File: src/hw/acaf_pkg.sv
// Package: constants, register map and types for the add/carry/AND flag datapath
package acaf_pkg;
  // ----------------------------------------------------------------
  // Widths and encodings
  // ----------------------------------------------------------------
  localparam int          ACAF_DW          = 32;
  localparam logic [15:0] ACAF_EXT_PREFIX  = 16'h0007;
  localparam logic [7:0]  ACAF_RR_ADD_CODE = 8'hA0;
  localparam logic [7:0]  ACAF_RR_AND_CODE = 8'hA2;
  localparam int          ACAF_NREG        = 16;
  // ----------------------------------------------------------------
  // Flag byte layout
  // ----------------------------------------------------------------
  localparam int ACAF_F_C    = 7;
  localparam int ACAF_F_Z    = 6;
  localparam int ACAF_F_S    = 5;
  localparam int ACAF_F_V    = 4;
  localparam int ACAF_F_B    = 3;
  localparam int ACAF_F_CIE  = 1;
  localparam int ACAF_F_MIE  = 0;
  localparam logic [7:0] ACAF_FLAGS_RST = 8'h00;
  // ----------------------------------------------------------------
  // APB register map (byte addresses)
  // ----------------------------------------------------------------
  localparam logic [7:0] ACAF_A_CTRL   = 8'h00;
  localparam logic [7:0] ACAF_A_INSTR  = 8'h04;
  localparam logic [7:0] ACAF_A_MEMOP  = 8'h08;
  localparam logic [7:0] ACAF_A_FLAGS  = 8'h0C;
  localparam logic [7:0] ACAF_A_RESULT = 8'h10;
  localparam logic [7:0] ACAF_A_REGSEL = 8'h14;
  localparam logic [7:0] ACAF_A_REGDAT = 8'h18;
  localparam logic [7:0] ACAF_A_STATUS = 8'h1C;
  // CTRL fields
  localparam int ACAF_C_OP   = 0;  // 0 add, 1 and
  localparam int ACAF_C_DMEM = 2;  // destination in memory
  localparam int ACAF_C_SZ   = 3;  // 2 bits size
  localparam int ACAF_C_GO   = 8;  // write 1 executes
  localparam logic [1:0] ACAF_SZ_BYTE = 2'h0;
  localparam logic [1:0] ACAF_SZ_WORD = 2'h1;
  localparam logic [1:0] ACAF_SZ_QUAD = 2'h2;

  typedef enum logic [1:0] {ACAF_OP_ADD, ACAF_OP_ADC, ACAF_OP_AND, ACAF_OP_NONE} acaf_op_t;
endpackage : acaf_pkg

File: src/hw/acaf_core.sv
// Add, add-with-carry and AND datapath with condition flags, APB controlled
`timescale 1ns/1ps
module acaf_core (
  input  wire logic                          pclk,
  input  wire logic                          presetn,
  input  wire logic                          psel,
  input  wire logic                          penable,
  input  wire logic                          pwrite,
  input  wire logic [7:0]                    paddr,
  input  wire logic [acaf_pkg::ACAF_DW-1:0]  pwdata,
  output logic      [acaf_pkg::ACAF_DW-1:0]  prdata,
  output logic                               pready,
  output logic                               pslverr,
  output logic      [7:0]                    flags
);
  import acaf_pkg::*;

  // ----------------------------------------------------------------
  // Functions
  // ----------------------------------------------------------------
  function automatic logic [ACAF_DW-1:0] size_mask(input logic [1:0] sz);
    if (sz == ACAF_SZ_BYTE) begin
      size_mask = 32'h000000FF;
    end else if (sz == ACAF_SZ_WORD) begin
      size_mask = 32'h0000FFFF;
    end else begin
      size_mask = 32'hFFFFFFFF;
    end
  endfunction : size_mask

  function automatic int msb_of(input logic [1:0] sz);
    if (sz == ACAF_SZ_BYTE) begin
      msb_of = 7;
    end else if (sz == ACAF_SZ_WORD) begin
      msb_of = 15;
    end else begin
      msb_of = 31;
    end
  endfunction : msb_of

  // ----------------------------------------------------------------
  // State
  // ----------------------------------------------------------------
  typedef enum logic [1:0] {ACAF_IDLE, ACAF_FETCH, ACAF_EXEC} acaf_st_t;

  typedef struct packed {
    acaf_st_t           st;
    logic               ext_pend;
    logic               op_and;
    logic               op_adc;
    logic               dmem;
    logic [1:0]         sz;
    logic [3:0]         rs;
    logic [3:0]         rd;
    logic               rr;
    logic [ACAF_DW-1:0] memop;
    logic [ACAF_DW-1:0] result;
    logic [3:0]         regsel;
    logic [7:0]         flags;
    logic               bad_op;
    logic               rf_busy;
    logic               rvalid;
    logic [ACAF_DW-1:0] rdata;
  } acaf_state_t;

  acaf_state_t r;
  acaf_state_t next_r;

  logic               wr;
  logic               rd_acc;
  logic               rf_we;
  logic [3:0]         rf_waddr;
  logic [ACAF_DW-1:0] rf_wdata;
  logic [ACAF_DW-1:0] rf_a;
  logic [ACAF_DW-1:0] rf_b;
  logic [ACAF_DW-1:0] rd_mux;

  acaf_regfile u_rf (
    .pclk    (pclk),
    .presetn (presetn),
    .we      (rf_we),
    .waddr   (rf_waddr),
    .wdata   (rf_wdata),
    .raddr_a (r.st == ACAF_IDLE ? r.regsel : r.rd),
    .raddr_b (r.rs),
    .rdata_a (rf_a),
    .rdata_b (rf_b)
  );

  assign wr     = psel && penable && pwrite;
  assign rd_acc = psel && penable && !pwrite;
  // Writes complete at once when idle; a read waits for its captured word,
  // which costs one wait state but keeps prdata on a flip-flop.
  assign pready  = (r.st == ACAF_IDLE) && (pwrite || r.rvalid);
  assign pslverr = 1'b0;
  assign prdata  = r.rdata;
  assign flags   = r.flags;

  // ----------------------------------------------------------------
  // Execute and register writes
  // ----------------------------------------------------------------
  logic [ACAF_DW-1:0] dst_v;
  logic [ACAF_DW-1:0] src_v;
  logic [ACAF_DW-1:0] mask;
  logic [ACAF_DW:0]   sum;
  logic [ACAF_DW-1:0] res;
  logic               cout;
  logic               ovf;
  logic               msb_d;
  logic               msb_s;
  logic               msb_r;
  int                 m;

  always_comb begin
    next_r   = r;
    rf_we    = 1'b0;
    rf_waddr = r.rd;
    rf_wdata = '0;
    next_r.rf_busy = 1'b0;
    next_r.rvalid  = 1'b0;
    // Capture only once the read port has settled on the selected register,
    // so a read never returns a word from before the last write-back
    if (rd_acc && r.st == ACAF_IDLE && !r.rvalid && !r.rf_busy) begin
      next_r.rdata  = rd_mux;
      next_r.rvalid = 1'b1;
    end else if (rd_acc) begin
      next_r.rdata  = '0;
    end
    // register destinations use the full width
    mask  = r.dmem ? size_mask(r.sz) : 32'hFFFFFFFF;
    m     = r.dmem ? msb_of(r.sz) : ACAF_DW - 1;
    dst_v = (r.dmem ? r.memop : rf_a) & mask;
    src_v = rf_b & mask;
    sum   = {1'b0, dst_v} + {1'b0, src_v}
            + {{ACAF_DW{1'b0}}, (r.op_adc & r.flags[ACAF_F_C])};
    res   = r.op_and ? (dst_v & src_v) : (sum[ACAF_DW-1:0] & mask);
    cout  = sum[m + 1];
    msb_d = dst_v[m];
    msb_s = src_v[m];
    msb_r = res[m];
    ovf   = (msb_d == msb_s) && (msb_r != msb_d);

    if (r.st == ACAF_EXEC) begin
      next_r.st      = ACAF_IDLE;
      next_r.result  = res;
      next_r.rf_busy = 1'b1;
      if (!r.dmem) begin
        rf_we    = 1'b1;
        rf_wdata = res;
      end
      if (!r.op_and) begin
        next_r.flags[ACAF_F_C] = cout;
        next_r.flags[ACAF_F_V] = ovf;
      end else begin
        next_r.flags[ACAF_F_V] = 1'b0;
      end
      if (r.op_adc) begin
        next_r.flags[ACAF_F_Z] = r.flags[ACAF_F_Z] && (res == '0);
      end else begin
        next_r.flags[ACAF_F_Z] = (res == '0);
      end
      next_r.flags[ACAF_F_S] = msb_r;
      next_r.flags[ACAF_F_B] = (dst_v == '0) || (src_v == '0);
      // Bits 2, 1 and 0 are carried over untouched by next_r = r.
    end else if (r.st == ACAF_FETCH) begin
      next_r.st = ACAF_EXEC; // Operands appear on the registered read ports
    end else begin
      if (wr && paddr == ACAF_A_CTRL && pwdata[ACAF_C_GO]) begin
        next_r.op_and   = pwdata[ACAF_C_OP];
        next_r.op_adc   = !pwdata[ACAF_C_OP] && r.ext_pend;
        next_r.dmem     = pwdata[ACAF_C_DMEM];
        next_r.sz       = pwdata[ACAF_C_SZ +: 2];
        next_r.ext_pend = 1'b0;
        next_r.st       = ACAF_FETCH;
      end else if (wr && paddr == ACAF_A_INSTR) begin
        if (pwdata[15:0] == ACAF_EXT_PREFIX) begin
          next_r.ext_pend = 1'b1;
          next_r.bad_op   = 1'b0;
        end else if (pwdata[15:8] == ACAF_RR_ADD_CODE
                     || pwdata[15:8] == ACAF_RR_AND_CODE) begin
          next_r.rs       = pwdata[7:4];
          next_r.rd       = pwdata[3:0];
          next_r.op_and   = (pwdata[15:8] == ACAF_RR_AND_CODE);
          next_r.op_adc   = (pwdata[15:8] == ACAF_RR_ADD_CODE) && r.ext_pend;
          next_r.dmem     = 1'b0;
          next_r.ext_pend = 1'b0;
          next_r.bad_op   = 1'b0;
          next_r.st       = ACAF_FETCH;
        end else begin
          next_r.bad_op   = 1'b1;
          next_r.ext_pend = 1'b0;
        end
      end else if (wr && paddr == ACAF_A_MEMOP) begin
        next_r.memop = pwdata;
        next_r.rs    = pwdata[ACAF_DW-1 -: 4];
      end else if (wr && paddr == ACAF_A_FLAGS) begin
        next_r.flags = pwdata[7:0];
      end else if (wr && paddr == ACAF_A_REGSEL) begin
        next_r.regsel  = pwdata[3:0];
        next_r.rf_busy = 1'b1;
      end else if (wr && paddr == ACAF_A_REGDAT) begin
        next_r.rf_busy = 1'b1;
        rf_we    = 1'b1;
        rf_waddr = r.regsel;
        rf_wdata = pwdata;
      end
    end
  end

  always_ff @(posedge pclk or negedge presetn) begin
    if (!presetn) begin
      r        <= '0;
      r.st     <= ACAF_IDLE;
      r.flags  <= ACAF_FLAGS_RST;
    end else begin
      r <= next_r;
    end
  end

  // ----------------------------------------------------------------
  // Read mux
  // ----------------------------------------------------------------
  always_comb begin
    rd_mux = '0;
    if (paddr == ACAF_A_MEMOP) begin
      rd_mux = r.memop;
    end else if (paddr == ACAF_A_FLAGS) begin
      rd_mux = {24'h000000, r.flags};
    end else if (paddr == ACAF_A_RESULT) begin
      rd_mux = r.result;
    end else if (paddr == ACAF_A_REGSEL) begin
      rd_mux = {28'h0000000, r.regsel};
    end else if (paddr == ACAF_A_REGDAT) begin
      rd_mux = rf_a;
    end else if (paddr == ACAF_A_STATUS) begin
      rd_mux = {29'h0, r.bad_op, r.ext_pend, (r.st != ACAF_IDLE)};
    end
  end

  // ----------------------------------------------------------------
  // Checks
  // ----------------------------------------------------------------
  a_enable_bits_kept: assert property (@(posedge pclk) disable iff (!presetn)
    r.st == ACAF_EXEC |=> flags[1:0] == $past(flags[1:0]))
    else $error("interrupt enable bits changed by operation");
  a_and_clears_v: assert property (@(posedge pclk) disable iff (!presetn)
    r.st == ACAF_EXEC && r.op_and |=> !flags[ACAF_F_V]
      && flags[ACAF_F_C] == $past(flags[ACAF_F_C]))
    else $error("and changed carry or kept overflow");
  a_adc_zero_sticky: assert property (@(posedge pclk) disable iff (!presetn)
    r.st == ACAF_EXEC && r.op_adc && !r.flags[ACAF_F_Z] |=> !flags[ACAF_F_Z])
    else $error("carry add set zero from clear");
  a_zero_matches: assert property (@(posedge pclk) disable iff (!presetn)
    r.st == ACAF_EXEC && !r.op_adc |=> flags[ACAF_F_Z] == (r.result == '0))
    else $error("zero flag mismatch");
  a_sign_matches: assert property (@(posedge pclk) disable iff (!presetn)
    r.st == ACAF_EXEC && !r.dmem |=> flags[ACAF_F_S] == r.result[ACAF_DW-1])
    else $error("sign flag mismatch");
  a_prefix_to_adc: assert property (@(posedge pclk) disable iff (!presetn)
    r.st == ACAF_IDLE && r.ext_pend && wr && paddr == ACAF_A_INSTR
      && pwdata[15:8] == ACAF_RR_ADD_CODE |=> r.op_adc ##2 r.st == ACAF_IDLE)
    else $error("prefix did not select carry add");
  a_blank_flag: assert property (@(posedge pclk) disable iff (!presetn)
    r.st == ACAF_EXEC |=> flags[ACAF_F_B] == $past((dst_v == '0) || (src_v == '0)))
    else $error("blank flag mismatch");
  // Of the checks below, a_rr_writeback and a_overflow_add recompute from the operand ports; a_carry_out uses the datapath net sum
  a_rr_writeback: assert property (@(posedge pclk) disable iff (!presetn)
    r.st == ACAF_EXEC && !r.dmem |-> rf_we && rf_waddr == r.rd
      && rf_wdata == (r.op_and ? (rf_a & rf_b)
                      : rf_a + rf_b + ACAF_DW'(r.op_adc & r.flags[ACAF_F_C])))
    else $error("register result not written");
  a_overflow_add: assert property (@(posedge pclk) disable iff (!presetn)
    r.st == ACAF_EXEC && !r.op_and && !r.dmem
      |=> flags[ACAF_F_V] == ($past(rf_a[ACAF_DW-1]) == $past(rf_b[ACAF_DW-1])
          && r.result[ACAF_DW-1] != $past(rf_a[ACAF_DW-1])))
    else $error("overflow flag mismatch");
  a_adc_zero_kept: assert property (@(posedge pclk) disable iff (!presetn)
    r.st == ACAF_EXEC && r.op_adc && r.flags[ACAF_F_Z] |=> flags[ACAF_F_Z] == (r.result == '0))
    else $error("carry add zero flag mismatch");
  a_byte_masked: assert property (@(posedge pclk) disable iff (!presetn)
    r.st == ACAF_EXEC && r.dmem && r.sz == ACAF_SZ_BYTE |=> r.result[ACAF_DW-1:8] == '0)
    else $error("byte result wider than its size");
  a_word_masked: assert property (@(posedge pclk) disable iff (!presetn)
    r.st == ACAF_EXEC && r.dmem && r.sz == ACAF_SZ_WORD |=> r.result[ACAF_DW-1:16] == '0)
    else $error("word result wider than its size");
  a_mem_src_kept: assert property (@(posedge pclk) disable iff (!presetn)
    r.st == ACAF_EXEC && r.dmem |-> !rf_we)
    else $error("memory operation wrote a register");
  a_carry_out: assert property (@(posedge pclk) disable iff (!presetn)
    r.st == ACAF_EXEC && !r.op_and && !r.dmem
      |=> flags[ACAF_F_C] == $past(sum[ACAF_DW]))
    else $error("carry flag mismatch");
endmodule : acaf_core

File: src/hw/acaf_regfile.sv
// Sixteen-entry register file with registered read data
`timescale 1ns/1ps
module acaf_regfile (
  input  wire logic                          pclk,
  input  wire logic                          presetn,
  input  wire logic                          we,
  input  wire logic [3:0]                    waddr,
  input  wire logic [acaf_pkg::ACAF_DW-1:0]  wdata,
  input  wire logic [3:0]                    raddr_a,
  input  wire logic [3:0]                    raddr_b,
  output logic      [acaf_pkg::ACAF_DW-1:0]  rdata_a,
  output logic      [acaf_pkg::ACAF_DW-1:0]  rdata_b
);
  import acaf_pkg::*;

  logic [ACAF_DW-1:0] mem [ACAF_NREG];

  always_ff @(posedge pclk or negedge presetn) begin
    if (!presetn) begin
      for (int i = 0; i < ACAF_NREG; i++) begin
        mem[i] <= '0;
      end
      rdata_a <= '0;
      rdata_b <= '0;
    end else begin
      if (we) begin
        mem[waddr] <= wdata;
      end
      rdata_a <= mem[raddr_a];
      rdata_b <= mem[raddr_b];
    end
  end
endmodule : acaf_regfile

File: config.mk
export PLATFORM = sky130hd
export DESIGN_NAME = acaf_core
export DESIGN_NICKNAME = d
export VERILOG_FILES = /design/src/hw/acaf_pkg.sv /design/src/hw/acaf_core.sv /design/src/hw/acaf_regfile.sv
export SDC_FILE = /design/constraint.sdc
export NUM_CORES = 2
export LEC_CHECK = 0
export ABC_AREA = 1
export BUFFER_PORTS_ARGS = -buffer_cell sky130_fd_sc_hd__buf_2
export CORE_AREA = 2 2 302 304
export DETAILED_ROUTE_END_ITERATION = 10
export DIE_AREA = 0 0 304 306
export PLACE_DENSITY = 0.6
export REMOVE_ABC_BUFFERS = 1
export SYNTH_ARGS = -nofsm -noshare
export SYNTH_HDL_FRONTEND = slang
export SYNTH_SLANG_ARGS = --single-unit
File: constraint.sdc
create_clock -name pclk -period 7 [get_ports pclk]
set_input_delay 0.35 -clock pclk [delete_from_list [all_inputs] [get_ports pclk]]
set_output_delay 0.35 -clock pclk [all_outputs]
set_load 0.01 [all_outputs]
======== Word-level counts from Yosys, hierarchy flattened ========
Cells that the tools add are included.
word-level totals
  output and inout bits ................... 42
  logic and storage cells ................. 231
  flip-flop bits (word level) ............. 703
  bits of input ports ..................... 45
operators by class
  equality and inequality tests ........... 24
  reductions and logical operators ........ 52
  muxes and demuxes ....................... 95
  bitwise gates (word level) .............. 15
  order comparisons ....................... 6
  add/sub/neg operators ................... 3
operator list
  operator                 count
  $mux W32                 27
  $bwmux W512              1
  $bmux W32 S4             2
  $and A32 B32 Y32         4
  $demux W32 S4            1
  $logic_not A32 Y1        3
  $mux W4                  11
  $mux W8                  5
  $add A32 B32 Y33         1
  $add A33 B1 Y33          1
  $add A32 B2 Y32 const B  1
  $eq A8 B5 Y1 const B     4
  $lt A32 B7 Y1 const B    1
  $lt A32 B8 Y1 const B    1
  $mux W1                  30
  $reduce_and A6 Y1        4
  $mux W10                 2
  $logic_and A1 B1 Y1      19
  $eq A16 B3 Y1 const B    1
  $eq A8 B4 Y1 const B     2
  $eq A8 B8 Y1 const B     2
  $bmux W1 S5              3
  $ge A5 B5 Y1 const B     3
  $mux W5                  3
  other kinds (26)         63

======== Longest topological paths before layout ========
  depth in word-level cells ............... 17
  depth in mapped cells ................... 25
  depth with buffers taken out ............ 23

======== By module ========
Synthesis repeated with hierarchy kept, for this count alone.
second synthesis, totals
  cells, all modules ...................... 6143
  area, all modules ....................... 41686.2 µm²
modules (own cells, without submodules)
  module        area each (µm²)  times used  sequential area each (µm²)  cells each
  acaf_regfile  31183.7          1           14413.8                     4509
  acaf_core     10502.6          1           3178.0                      1634

======== Least setup slack after synthesis ========
Ideal clock, no wire load.
  path kind ............................... register to register
  from .................................... reg r[121] in the netlist's numbering
  to ...................................... reg u_rf.mem[221] in the netlist's numbering
  buffers on the path ..................... 4
  period minus slack after synthesis ...... 3.305 ns
  setup slack ............................. 3.695 ns
  cell stages (with the launch flop) ...... 25
  data required time ...................... 6.924 ns
  data arrival time ....................... 3.229 ns
  setup time .............................. 0.076 ns
  path through ............................ dfrtp_1 buf_4 inv_1 nand2_1 inv_1 clkbuf_1 clkbuf_1 nor2_1 ha_1 nand2_1 inv_1 nand2_1 nand2_1 a21oi_1 nor2_1 nor2_1 nand2_1 nand2_1 nand3_1 nand2_1 inv_1 o22ai_1 clkbuf_1 nand2_1 o21ai_1
between the ends
  longest elaborated chain between the ends .. 12
  elaborated cells between the ends (all ways) .. 15
  classes of those cells .................. 2 x add/sub; 1 x eq/ne; 7 x mux; 4 x bitwise; 1 x reduce/logical
RTL lines
  element                              line                                source
  from (decl)                          acaf_core.sv:66                     acaf_state_t r;
  from (signal assigned)               acaf_core.sv:216                    r <= next_r;
  $eq A2 B1 Y1                         acaf_core.sv:24                     end else if (sz == ACAF_SZ_WORD) begin
  $mux W32                             acaf_core.sv:24
  $mux W32 *                           acaf_core.sv:22                     if (sz == ACAF_SZ_BYTE) begin
  $mux W32 *                           acaf_core.sv:130                    mask = r.dmem ? size_mask(r.sz) : 32'hFFFFFFFF;
  $and A32 B32 Y32 (on tied branches)  acaf_core.sv:132, acaf_core.sv:133
  $add A32 B32 Y33                     acaf_core.sv:134                    sum = {1'b0, dst_v} + {1'b0, src_v}
  $add A33 B1 Y33                      acaf_core.sv:135                    + {{ACAF_DW{1'b0}}, (r.op_adc & r.flags[ACAF_F_C])};
  $and A32 B32 Y32                     acaf_core.sv:136                    res = r.op_and ? (dst_v & src_v) : (sum[ACAF_DW-1:0] & mask);
  $mux W32 *                           acaf_core.sv:136
  $mux W32 *                           acaf_core.sv:147                    if (!r.dmem) begin
  $mux W32 *                           acaf_core.sv:143                    if (r.st == ACAF_EXEC) begin
  $bwmux W512 *                        acaf_regfile.sv:27                  mem[waddr] <= wdata;
  to (signal, indexed assignment)      acaf_regfile.sv:27
  to (decl)                            acaf_regfile.sv:16                  logic [ACAF_DW-1:0] mem [ACAF_NREG];
Every way passes the cells marked *; elsewhere a longest branch is shown, timed or not.
A chain may end at the register's enable or synchronous reset.

======== Final worst setup path ========
  from .................................... reg r[121] in the netlist's numbering
  to ...................................... reg u_rf.mem[469] in the netlist's numbering
Same word-level chain as after synthesis.

==> results_tabular.tex <==
\begin{tabular}{lr}
\hline
Metric & Value \\
\hline
\multicolumn{2}{l}{\textbf{Run status}} \\
Run status & finished, final reports clean \\
\multicolumn{2}{l}{\textbf{Global route}} \\
Total Routing Usage GR & 0.319 \\
Residual overflow from global routing & 0 \\
Antenna violations before repair & 3 \\
Global-route wire length before repair & 226 mm \\
Via count of the first global-routing pass & 34,822 \\
Pin count of the biggest net entering global routing & 241 \\
\multicolumn{2}{l}{\textbf{Setup path}} \\
Data required time at the worst endpoint & approximately 7.5 ns \\
CP endpoint kind & flop \\
CP Launch Type & flop \\
Critical path start-end classification & reg2reg \\
Highest cell delay on the worst timing path & 0.75 ns \\
Cell with the most instances on the worst path & nand2\_1 \\
Crit-path max FO & 25 \\
Top delay family on crit path & simple AND/OR/NAND/NOR gates \\
Cell breakdown of the critical path & inv\_1, nand2\_1, nor2\_2, nor3\_1, ha\_1, nand2\_1, nor2\_1, nand2\_1, nor2\_1, nand2\_1, nand3\_1, nor2\_1, o21ai\_0, nand2\_1, o21ai\_1, buf\_4, nand2\_1, o21ai\_0 \\
Cell type of the slowest stage on the worst timing path & nor2\_2 \\
Number of buffer and inverter stages on the critical path & 2 \\
WP data arrival & 5.14 ns \\
\multicolumn{2}{l}{\textbf{Synth}} \\
Synth top area share & 0.439 \\
Mapped Area & 40,000 sq um \\
Synthesized-area fraction occupied by and/or/nand/nor cells & 0.202 \\
Synthesized-area fraction occupied by ao, oa, aoi and oai cells & 0.224 \\
Multiplexer share of the synthesized area & 0.0200 \\
Synth Area in XOR/XNOR & 0 \\
Largest area contributor in the synthesized netlist & dfrtp\_1 \\
Main combinational cell family by area after synthesis & compound AO/OA/AOI/OAI gates \\
Per-instance average area after synthesis & 7.34 sq um \\
Sequential share of the synthesized area & 0.439 \\
Post-Synth Adder-Cell Area & 0.0119 \\
Warnings, synthesis & 0 \\
Largest cells by area after synthesis & dfrtp\_1, nand2\_1, o21ai\_0, a21oi\_1, inv\_1 \\
Number of register bits inferred by synthesis & approximately 700 \\
Number of library cell types mapped by synthesis & between 40 and 50 \\
Number of instances in the synthesized netlist & 5,460 \\
\multicolumn{2}{l}{\textbf{Floorplan}} \\
Die extent in x & $\sim$300 um \\
Initial core utilization & 0.447 \\
Height of the die & 306 um \\
Placement row count & 110 \\
Area inside the core boundary & about 90,000 sq um \\
I/O Pins & 87 \\
Die area & $\sim$93,000 sq um \\
\multicolumn{2}{l}{\textbf{Routing}} \\
Vias per Instance & between 5 and 6 \\
Total number of vias & 37,960 \\
Antenna Nets Post-Route & 0 \\
Iteration count of the initial detailed-routing pass & 6 \\
Residual DRC & 0 \\
Wire length per cell after detailed routing & 23.1 um \\
Iteration-0 DRC Markers & between 4,000 and 5,000 \\
Final WL & 151 mm \\
\multicolumn{2}{l}{\textbf{STA}} \\
Total Neg Setup Slack & 0 ns \\
Final Cycle Share & 0.657 \\
Relative slew slack & 0.156 \\
Post-layout minimum cycle time & between 4 and 5 ns \\
Clock tree skew after final layout & 0.0339 ns \\
Highest clock frequency the design can meet & approximately 220 MHz \\
Final Hold Slack & 0.0385 ns \\
Least setup slack across all paths after layout & 2.40 ns \\
Tightest Pin Transition & 1.27 ns \\
Total count of max-transition violations in the final report & 0 \\
Final Hold Viols & 0 \\
RSZ-0062 raised after global routing & no \\
Setup-failing EPs final & 0 \\
\multicolumn{2}{l}{\textbf{Power and ir drop}} \\
Leakage power figure & 21.3 nW \\
Final Power & 10.6 mW \\
Peak supply drop & roughly 0.00015 V \\
PD cells & 242 nW/um\^{}2 \\
\multicolumn{2}{l}{\textbf{Layout}} \\
Number of standard cells in the layout, taps in and fillers out & 6,533 \\
Fraction of layout cells with a size suffix above 1 & 0.0780 \\
Most used cells in the layout excluding fill and tap cells & nand2\_1, o21ai\_0, dfrtp\_1 \\
Core occupancy in the finished layout & 0.489 \\
Sequential cell area & 17,600 sq um \\
Most frequent standard cell in the layout excluding fill and tap cells & nand2\_1 \\
Final \#Nets & 5,374 \\
Area growth syn-to-layout & 9.35\% \\
Count of filler cells inserted in the layout & roughly 8,900 \\
Design Area, Final & 43,800 sq um \\
Number of inserted diodes & 0 \\
Multi-input logic area & 18,500 sq um \\
\multicolumn{2}{l}{\textbf{Clocking}} \\
TritonCTS clock tree & done \\
Maximum clock insertion buffer count & 3 \\
Clk\_lat worst skew & 0.66 ns \\
Master cell of the clock root buffer & clkbuf\_16 \\
Quantity of gates resized following cts & 0 \\
Num CTS Buffers & 83 \\
Clk slew on worst S/H paths & 0.06 ns \\
H-tree levels & 3 \\
Number of clock sinks & about 700 \\
\multicolumn{2}{l}{\textbf{Place}} \\
Instance area after placement & just over 40,000 sq um \\
Number of instances in the placed design & 6,379 \\
DP Wirelength & 95.4 mm \\
Minimum setup slack after placement & 2.58 ns \\
Count of input and output buffers & 85 \\
Global placer's final weighted congestion & 1.00 \\
\multicolumn{2}{l}{\textbf{Worst hold path}} \\
Type of the most critical hold path & in2reg \\
\multicolumn{2}{l}{\textbf{Run}} \\
MaxCap Viol Count & 0 \\
\hline
\end{tabular}
==> layer usage <==
layer	global-route usage	wire (um)
met2	0.475	65500
met1	0.468	66400
met5	0	0
met3	0.0505	13500
met4	0.113	5190
==> area by class of cell <==
type / count / area share
Multi-Input combinational cell: 3756 / 0.423
Inverter: 581 / 0.0499
Clock inverter: 30 / 0.00897
Tap cell: 1176 / 0.0336
Timing Repair Buffer: 167 / 0.0268
Clock buffer: 120 / 0.0562
Sequential cell: 703 / 0.402
==> path summary, 6_finish.rpt <==
kind,start,to,slack [ns],cells after the start
worst max-delay path,r[121],u_rf.mem[469],2.40,18
worst min-delay path,pwdata[25],r[104],0.04,3
worst max register to register,r[121],u_rf.mem[469],2.40,18
worst min register to register,prdata[0],prdata[0],0.47,2
max in group asynchronous,presetn,r[117],5.20,3
min in group asynchronous,presetn,u_rf.mem[405],0.33,2
==> registers in the layout, indices dropped and copies added (netlist names) <==
register / count
r: 87
u_rf.rdata_b: 32
u_rf.mem: 512
prdata: 32
u_rf.rdata_a: 32
flags: 8
==> power by group <==
part           internal (mW)  switching (mW)
clock                   2.77            1.82
combinational          0.417            1.18
sequential              4.25           0.174
total                   7.44            3.18
==> synthesized netlist by cell type, drive strengths merged <==
cell	n
nand2	1489
o21ai	898
dfrtp	703
inv	579
a21oi	497
nor2	244
clkbuf	235
nand3	203
buf	185
o211ai	96
o221ai	74
mux2	71
ha	35
a221oi	31
o22ai	20
nor3	18
nand4	17
nor4	16
a31oi	14
a22oi	5
o31ai	5
or2	5
nand3b	4
and2	3
o21bai	3
a41oi	2
clkinv	2
fa	2
a22o	1
conb	1
nor3b	1
o21a	1
==> tightest hold or removal path, stage by stage <==
cell and delay [ns]:
buf_2 0.07, inv_1 0.08, o21ai_0 0.16
==> logic make-up (layout without fill, tap and decap cells) <==
kind of cell / count (synthesis) / in the layout
AOI/OAI and AO/OA: 1647 / 1647
adders and majority gates: 37 / 37
buffers and inverters: 1001 / 898
DFF: 703 / 703
muxes: 71 / 71
other: 1 / 1
and+or+nand+nor: 2000 / 2000
==> repair_timing <==
| item | in CTS | in global routing |
|---|---|---|
| hold buffers | 4 | 0 |
| hold endpoints to repair | 85 | 0 |
| buffers inserted | 0 | 0 |
| endpoints found under the setup margin | 0 | 0 |
(Power assumes the default switching activity.)
